File: src/logic/ebm_pkg.sv
// constants and carrier types for the expanded bus master
package ebm_pkg;
  localparam int DATA_W = 16;
  localparam int SEG_W = 2;
  localparam int WIN_W = 14;
  // bus cycle lengths in clock periods
  localparam int STD_PERIODS = 4;
  localparam int FAST_PERIODS = 3;
  localparam int PRIV_PERIODS = 3;
  // system clock output divides the input clock by this
  localparam int CLK_DIV = 2;
  // cycle type codes (hi bit, lo bit)
  localparam logic [1:0] CT_INT = 2'h0;
  localparam logic [1:0] CT_DATA = 2'h1;
  localparam logic [1:0] CT_BRANCH = 2'h2;
  localparam logic [1:0] CT_PROG = 2'h3;
  // values after reset
  localparam logic ROLE_RST = 1'b0;
  localparam logic [1:0] CT_RST = 2'h3;
  localparam logic [15:0] WORD_RST = 16'h0000;

  typedef enum logic [1:0] {TGT_ONCHIP, TGT_EXP, TGT_PRIV} ebm_tgt_type;
  typedef enum logic [1:0] {K_PROG, K_DATA, K_INT, K_INTA_EXT} ebm_kind_type;

  // one processor reference
  typedef struct packed {
    logic write;
    logic hi;
    logic lo;
    logic win;
    ebm_tgt_type tgt;
    ebm_kind_type kind;
    logic [DATA_W-1:0] addr;
    logic [DATA_W-1:0] wdata;
  } ebm_req_type;

  // bus control strobes, all active low except rw (high = read)
  typedef struct packed {
    logic rw;
    logic as_n;
    logic ds_n;
    logic uds_n;
    logic lds_n;
    logic hb_n;
    logic lb_n;
  } ebm_ctl_type;
endpackage

File: src/logic/ebm_master.sv
// expanded bus master with private bus and cycle type outputs
// Overview of operation
// - rw high read, stable whole cycle
// - data phase waits for transfer_ack low
// - address_strobe high, low when stable, high
// - peripheral option: per-byte data strobes
// - peripheral option: open-drain bus_request when needed
// - peripheral option: open-drain bus_grant_ack when taking mastership
// - role strap latched in reset, then input
// - general option: data_strobe low in data phase
// - general option: byte selects low whole cycle, both = word
// - arb pins swap meaning with role
// - private bus shows unmodified internal address
// - write data on private bus every write
// - read private bus except on-chip or expanded
// - private-only transfers three periods, handshake used
// - cycle type codes valid with private strobe
// - branch only first fetch after jump/call/interrupt
// - interrupt stack writes and vector reads marked
// - clock output at half input rate
// - expanded cycles four standard, three fast
// - wait for bus, keep until internal reference
// - interrupt acknowledge: strobe, no byte selects
`timescale 1ns/1ps
`default_nettype none
module ebm_master
  import ebm_pkg::*;
(
  input wire logic sys_clk_i, // system clock
  input wire logic reset_n_i, // synchronous reset, active low
  input wire logic requestor_select_i, // role strap, general input later
  input wire logic peripheral_ctrl_option_i, // 1 peripheral, 0 general option
  input wire logic fast_cycle_select_i, // 1 selects three-period cycles
  input wire logic [SEG_W-1:0] seg_bits_i, // window segment bits
  input wire logic branch_taken_i, // jump, call or interrupt pulse
  input wire logic req_valid_i, // processor reference pending
  input wire ebm_req_type req_i, // reference, held until done
  output logic req_done_o, // reference finished
  output logic [DATA_W-1:0] rdata_o, // read data
  input wire logic [DATA_W-1:0] onchip_rdata_i, // on-chip read data
  input wire logic [DATA_W-1:0] ad_i, // expanded bus pins in
  output logic [DATA_W-1:0] ad_o, // expanded bus pins out
  output logic ad_oe_o, // expanded bus drive enable
  output ebm_ctl_type ctl_o, // expanded bus strobes
  input wire logic transfer_ack_n_i, // completion, active low
  output logic bus_request_o, // open drain level, always low
  output logic bus_request_oe_o, // open drain enable
  input wire logic bus_grant_n_i, // grant in, active low
  output logic bus_grant_ack_o, // open drain level, always low
  output logic bus_grant_ack_oe_o, // open drain enable
  input wire logic arb_input_n_i, // request or grant in
  output logic arb_output_n_o, // grant or request out
  input wire logic [DATA_W-1:0] pb_ad_i, // private bus pins in
  output logic [DATA_W-1:0] pb_ad_o, // private bus pins out
  output logic pb_ad_oe_o, // private bus drive enable
  output ebm_ctl_type pb_ctl_o, // private bus strobes
  input wire logic pb_ack_n_i, // private bus completion
  output logic [1:0] cycle_type_o, // cycle type code
  output logic system_clock_out_o, // divided clock out
  output logic gp_input_o // strap pin as general input
);

  typedef enum logic [2:0] {S_IDLE, S_ARB, S_ADDR, S_STRB, S_DATA, S_END} ebm_state_type;

  ebm_state_type state_q, state_d;
  ebm_req_type req_q;
  logic [DATA_W-1:0] ext_addr_q, rdata_q;
  logic role_q, fast_q, own_q, want_q, grant_q, branch_pend_q, clk_div_q, gp_q;
  logic [1:0] ct_q;
  logic req_mode, bus_own, granted_in, grant_set, release_now;
  logic is_ext, is_priv, in_cyc, data_ack, inta;

  // peripheral option can only request; otherwise the strap decides
  assign req_mode = role_q | peripheral_ctrl_option_i;
  assign granted_in = peripheral_ctrl_option_i ? !bus_grant_n_i : !arb_input_n_i;
  assign bus_own = req_mode ? own_q : !grant_q;
  // grant only while no cycle runs and none is starting
  assign grant_set = !req_mode && !grant_q && !arb_input_n_i && state_q == S_IDLE
    && !req_valid_i;
  // an internal reference hands the bus back
  assign release_now = req_mode && own_q && state_q == S_IDLE && req_valid_i
    && req_i.tgt != TGT_EXP;

  assign is_ext = req_q.tgt == TGT_EXP;
  assign is_priv = req_q.tgt == TGT_PRIV;
  assign inta = req_q.kind == K_INTA_EXT;
  assign in_cyc = state_q inside {S_ADDR, S_STRB, S_DATA, S_END};
  // on-chip targets finish without an external answer
  assign data_ack = is_ext ? !transfer_ack_n_i : (is_priv ? !pb_ack_n_i : 1'b1);

  // role strap caught while reset is held, later a plain input
  always_ff @(posedge sys_clk_i) begin
    if (!reset_n_i) begin
      role_q <= requestor_select_i;
      gp_q <= ROLE_RST;
    end else begin
      role_q <= role_q;
      gp_q <= requestor_select_i;
    end
  end

  // bus state machine
  always_comb begin
    state_d = state_q;
    case (state_q)
      S_IDLE: begin
        if (req_valid_i) begin
          if (req_i.tgt != TGT_EXP) begin
            state_d = S_ADDR;
          end else if (bus_own && !grant_set) begin
            state_d = S_ADDR;
          end else begin
            state_d = S_ARB;
          end
        end
      end
      S_ARB: begin
        if (bus_own) begin
          state_d = S_ADDR;
        end
      end
      S_ADDR: begin
        state_d = (is_ext && !fast_q) ? S_STRB : S_DATA;
      end
      S_STRB: begin
        state_d = S_DATA;
      end
      S_DATA: begin
        if (data_ack) begin
          state_d = S_END;
        end
      end
      S_END: begin
        state_d = S_IDLE;
      end
      default: begin
        state_d = S_IDLE;
      end
    endcase
  end

  always_ff @(posedge sys_clk_i) begin
    if (!reset_n_i) begin
      state_q <= S_IDLE;
    end else begin
      state_q <= state_d;
    end
  end

  // reference capture; window references take the segment bits
  always_ff @(posedge sys_clk_i) begin
    if (!reset_n_i) begin
      req_q <= '0;
      ext_addr_q <= WORD_RST;
      fast_q <= 1'b0;
    end else if (state_q == S_IDLE && req_valid_i) begin
      req_q <= req_i;
      ext_addr_q <= req_i.win ? {seg_bits_i, req_i.addr[WIN_W-1:0]} : req_i.addr;
      fast_q <= fast_cycle_select_i;
    end
  end

  // requestor side: ask, take over, keep until internal reference
  always_ff @(posedge sys_clk_i) begin
    if (!reset_n_i) begin
      own_q <= 1'b0;
      want_q <= 1'b0;
    end else if (release_now || !req_mode) begin
      own_q <= 1'b0;
      want_q <= 1'b0;
    end else if (state_q == S_ARB && !own_q) begin
      want_q <= 1'b1;
      own_q <= granted_in;
    end
  end

  // grantor side: hold grant until the request goes away
  always_ff @(posedge sys_clk_i) begin
    if (!reset_n_i) begin
      grant_q <= 1'b0;
    end else if (grant_set) begin
      grant_q <= 1'b1;
    end else if (arb_input_n_i || req_mode) begin
      grant_q <= 1'b0;
    end
  end

  // arbitration pins; open drain only ever pulls low
  assign bus_request_o = 1'b0;
  assign bus_request_oe_o = peripheral_ctrl_option_i && want_q && !own_q;
  assign bus_grant_ack_o = 1'b0;
  assign bus_grant_ack_oe_o = peripheral_ctrl_option_i && own_q;
  assign arb_output_n_o = peripheral_ctrl_option_i ? 1'b1
    : (req_mode ? !want_q : !grant_q);

  // read data source depends on where the reference went
  always_ff @(posedge sys_clk_i) begin
    if (!reset_n_i) begin
      rdata_q <= WORD_RST;
    end else if (state_q == S_DATA && data_ack && !req_q.write) begin
      case (req_q.tgt)
        TGT_ONCHIP: rdata_q <= onchip_rdata_i;
        TGT_EXP: rdata_q <= ad_i;
        default: rdata_q <= pb_ad_i;
      endcase
    end
  end
  assign rdata_o = rdata_q;
  assign req_done_o = state_q == S_END;

  // expanded bus strobes; never active while the bus is granted away
  always_comb begin
    ctl_o.rw = !(is_ext && in_cyc && req_q.write);
    ctl_o.as_n = !(is_ext && (state_q == S_STRB || state_q == S_DATA));
    ctl_o.ds_n = !(is_ext && !peripheral_ctrl_option_i && state_q == S_DATA);
    ctl_o.uds_n = !(is_ext && peripheral_ctrl_option_i && state_q == S_DATA
      && req_q.hi && !inta);
    ctl_o.lds_n = !(is_ext && peripheral_ctrl_option_i && state_q == S_DATA
      && req_q.lo && !inta);
    ctl_o.hb_n = !(is_ext && !peripheral_ctrl_option_i && in_cyc && req_q.hi && !inta);
    ctl_o.lb_n = !(is_ext && !peripheral_ctrl_option_i && in_cyc && req_q.lo && !inta);
  end

  // multiplexed pins: address first, then write data
  assign ad_o = (state_q == S_ADDR || state_q == S_STRB) ? ext_addr_q : req_q.wdata;
  assign ad_oe_o = is_ext && in_cyc && (state_q == S_ADDR || state_q == S_STRB
    || req_q.write);

  // private bus mirrors every reference with the raw address
  always_comb begin
    pb_ctl_o.rw = !(in_cyc && req_q.write);
    pb_ctl_o.as_n = !(state_q == S_STRB || state_q == S_DATA);
    pb_ctl_o.ds_n = !(!is_ext && state_q == S_DATA);
    pb_ctl_o.uds_n = 1'b1;
    pb_ctl_o.lds_n = 1'b1;
    pb_ctl_o.hb_n = !(in_cyc && req_q.hi && !inta);
    pb_ctl_o.lb_n = !(in_cyc && req_q.lo && !inta);
  end
  assign pb_ad_o = (state_q == S_ADDR || state_q == S_STRB) ? req_q.addr : req_q.wdata;
  // reads leave private pins floating after the address so a private target may answer there
  assign pb_ad_oe_o = in_cyc && (state_q == S_ADDR || state_q == S_STRB
    || req_q.write);

  // branch flag: set wins over the clear by a program fetch
  always_ff @(posedge sys_clk_i) begin
    if (!reset_n_i) begin
      branch_pend_q <= 1'b0;
    end else if (branch_taken_i) begin
      branch_pend_q <= 1'b1;
    end else if (state_q == S_IDLE && req_valid_i && req_i.kind == K_PROG) begin
      branch_pend_q <= 1'b0;
    end
  end

  // cycle type fixed at cycle start so it is steady under the strobe
  always_ff @(posedge sys_clk_i) begin
    if (!reset_n_i) begin
      ct_q <= CT_RST;
    end else if (state_q == S_IDLE && req_valid_i) begin
      case (req_i.kind)
        K_PROG: ct_q <= branch_pend_q ? CT_BRANCH : CT_PROG;
        K_DATA: ct_q <= CT_DATA;
        default: ct_q <= CT_INT;
      endcase
    end
  end
  assign cycle_type_o = ct_q;

  // clock output divider
  always_ff @(posedge sys_clk_i) begin
    if (!reset_n_i) begin
      clk_div_q <= 1'b0;
    end else begin
      clk_div_q <= !clk_div_q;
    end
  end
  assign system_clock_out_o = clk_div_q;
  assign gp_input_o = gp_q;

  // window and segment bits must rebuild a full address, else the mux drops bits
  if (SEG_W + WIN_W != DATA_W) begin : g_split_check
    $error("segment and window widths do not fill the address");
  end
endmodule // ebm_master
`default_nettype wire

File: config.mk
export PLATFORM = sky130hd
export DESIGN_NAME = ebm_master
export DESIGN_NICKNAME = d
export VERILOG_FILES = /design/src/logic/ebm_pkg.sv /design/src/logic/ebm_master.sv
export SDC_FILE = /design/constraint.sdc
export NUM_CORES = 1
export LEC_CHECK = 0
export ABC_AREA = 1
export BUFFER_PORTS_ARGS = -buffer_cell sky130_fd_sc_hd__buf_2
export CAP_MARGIN = 25
export CORE_UTILIZATION = 25
export CTS_BUF_LIST = sky130_fd_sc_hd__clkbuf_16
export DETAILED_ROUTE_END_ITERATION = 12
export PLACE_DENSITY = 0.48
export SKIP_CTS_REPAIR_TIMING = 1
export SLEW_MARGIN = 15
export SYNTH_ARGS = -nofsm -noshare
export SYNTH_HDL_FRONTEND = slang
export SYNTH_SLANG_ARGS = --single-unit
File: constraint.sdc
create_clock -name sys_clk_i -period 2 [get_ports sys_clk_i]
set_input_delay 0.2 -clock sys_clk_i [delete_from_list [all_inputs] [get_ports sys_clk_i]]
set_output_delay 0.2 -clock sys_clk_i [all_outputs]
set_load 0.01 [all_outputs]
==> reports/results.tsv <==
stage	metric	value	unit
route	initialDrtViolationCount	185	
timing	hold_violations	0	
route	detail_route.wirelength	10.3	mm
clocking	worst_setup_hold_path_clk_slew	0.06	ns
setup_path	critPathLaunchType	register	
grt	number_of_antenna_violations_at_the_first_check_in_global_routing	0	
pwr	cellPowerDensity	1390	mW/mm²
place	hpwl	7.61	mm
setup_path	critPathSlowestCell	sky130_fd_sc_hd__dfxtp_1	
layout	ant_cells	0	
floorplan	core	0.0129	mm²
setup_path	critical_path.top_delay_family	buffers and inverters	
layout	mostFrequentLayoutCell	sky130_fd_sc_hd__buf_2	
floorplan	floorplan.die.height	118	µm
grt	grt_max_degree	50	
timing	tightestPinTransition	0.551	ns
timing	drv_slew	0	
route	routed_via_density	4.36	
job	max_cap_violations	0	
synthesis	syn_area_per_cell	6.76	µm²
clocking	cts_buffers	9	
min_path	hold_path_class	in2reg	
clocking	cts_num_sinks	70	
timing	hold-worst-slack	0.0661	ns
setup_path	critical_path.max_stage_delay	0.35	ns
synthesis	post_synth_main_area_contributors	sky130_fd_sc_hd__dfxtp_1, sky130_fd_sc_hd__nand2_1, sky130_fd_sc_hd__o21ai_0	
layout	num-fill-cells	1417	
synthesis	ys_seq_area_share	42.0	%
synthesis	synth.ff_latch_count	70	
timing	final.period_utilization	91.9	%
setup_path	data_arrival_time_of_the_critical_path	1.64	ns
floorplan	initial_utilization	26.1	%
floorplan	rows	41	
timing	final.setup_skew	0.00358	ns
synthesis	netlist_area	0.00336	mm²
route	dr.pass1.iters	5	
grt	first_global_vias	3442	
setup_path	worst_setup_path_end_kind	output pin	
clocking	tritoncts	yes	
grt	global_route.usage.total	15.5	%
setup_path	cells_traversed_along_the_worst_timing_path	inv_2 > ha_1 > buf_4 > o21ai_0 > buf_2	
layout	layout_common_cells	sky130_fd_sc_hd__buf_2, sky130_fd_sc_hd__nand2_1, sky130_fd_sc_hd__dfxtp_1, sky130_fd_sc_hd__o21ai_0, sky130_fd_sc_hd__nor2_1	
layout	final_nets	747	
place	gp_congestion	0.772	
outcome	run_status	finished, final reports clean	
setup_path	crit_type	reg2out	
floorplan	dieWidth	118	µm
place	placement.cell_area	0.00423	mm²
synthesis	synth_top_cell_by_area	sky130_fd_sc_hd__dfxtp_1	
layout	layout_overhead_on_the_synthesized_area	35.1	%
place	port_buffers	170	
clocking	clock-root-buffer	sky130_fd_sc_hd__clkbuf_16	
floorplan	die_area	0.0139	mm²
place	placed_cell_count	806	
timing	final_setup_violation_count	0	
clocking	cts_max_path_buffers	2	
synthesis	yosysTopAreaCellShare	41.1	%
timing	tightest_slew_margin_relative_to_the_limit	63.2	%
route	wl_per_cell	12.6	µm
floorplan	boundaryPins	175	
layout	post-route-cell-area	0.00454	mm²
setup_path	critical_path_peak_fanout	28	
grt	wire_length_of_the_first_global_routing_pass	17.0	mm
pwr	power_leakage	2.23	nW
grt	gr-total-overflow	0	
layout	finish.cell_count_without_fillers	822	
synthesis	post_synth_num_cell_types	31	
setup_path	path_buf_inv	3	
pwr	power.ir.vdd_worst	493	µV
timing	rsz0062_at_grt	false	
route	route.vias.total	3587	
route	remaining_drc_errors	0	
clocking	clock_latency	0.33	ns
setup_path	worstPathRequired	1.80	ns
layout	layout_cells_sized_above_1	31.7	%
synthesis	ys_warn_count	0	
timing	fmax	544	MHz
timing	period_minus_slack	1.84	ns
clocking	htree_num_levels	3	
synthesis	netlist_instances	497	
timing	setup_total_negative_slack	0	ns
route	route.antenna.remaining_nets	0	
-- kinds of logic (layout without fill, tap and decap cells) --
logic type | after synthesis | count (layout) | synth area share (%)
AOI/OAI and AO/OA | 114 | 114 | 17.4
and+or+nand+nor | 220 | 220 | 26.8
buffers and inverters | 90 | 241 | 13.1
adders and majority gates | 1 | 1 | 0.372
DFF | 70 | 70 | 42.0
other | 2 | 4 | 0.223
-- flip-flops by register name (all words and copies together), names as in the netlist --
name / cells
branch_pend_q: 1
cycle_type_o: 2
ext_addr_q: 2
fast_q: 1
gp_input_o: 1
grant_q: 1
own_q: 1
rdata_o: 16
req_q: 39
role_q: 1
state_q: 3
system_clock_out_o: 1
want_q: 1
-- Yosys cell counts, drive strengths merged --
master and count:
nand2 131, dfxtp 69, o21ai 60, nor2 53
a21oi 50, inv 46, buf 33, nand3 26
clkbuf 9, nor3 4, nand4 3, and2 2
clkinv 2, conb 2, o211ai 2, a211oi 1
edfxtp 1, ha 1, o311ai 1, or2 1
-- area by class of cell --
class                           count  area, µm²  share of cell area, %
Clock buffer                        9        225                   4.96
Clock inverter                      7       81.3                   1.79
Inverter                           48        181                   4.00
Multi-Input combinational cell    339       1520                   33.5
Sequential cell                    70       1410                   31.1
Tap cell                          172        215                   4.74
Timing Repair Buffer              177        903                   19.9
-- per-stage QoR --
stage | power (mW) | util, % | worst slack (ns)
2_1_floorplan | 3.93 | - | 0.312
3_3_place_gp | 4.65 | 32.8 | 0.436
3_5_place_dp | 4.68 | 32.8 | 0.401
4_1_cts | 6.40 | 35.2 | 0.0302
5_1_grt | 6.84 | 35.3 | 0.0270
6_report | 6.30 | 35.3 | 0.163
-- layer usage --
layer	track usage (%)	part of all wire, %
met1	18.1	43
met2	27.1	48
met3	3.92	7.6
met4	5.77	1.5
met5	0	0
-- power breakdown --
group | switching (mW) | leakage (nW) | internal, mW
sequential | 0.197 | 0.577 | 1.80
clock | 0.598 | 0.159 | 1.07
combinational | 1.72 | 1.50 | 0.912
-- worst paths after layout --
kind	slack, ns	depth (start not counted)	startpoint	end
max reg2reg	0.48	7	state_q[1]	req_q[12]
min reg2reg	0.42	1	system_clock_out_o	system_clock_out_o
min	0.07	1	requestor_select_i	role_q
max	0.16	5	state_q[2]	pb_ad_o[5]
Note: power is estimated with default switching activity, not from simulation.
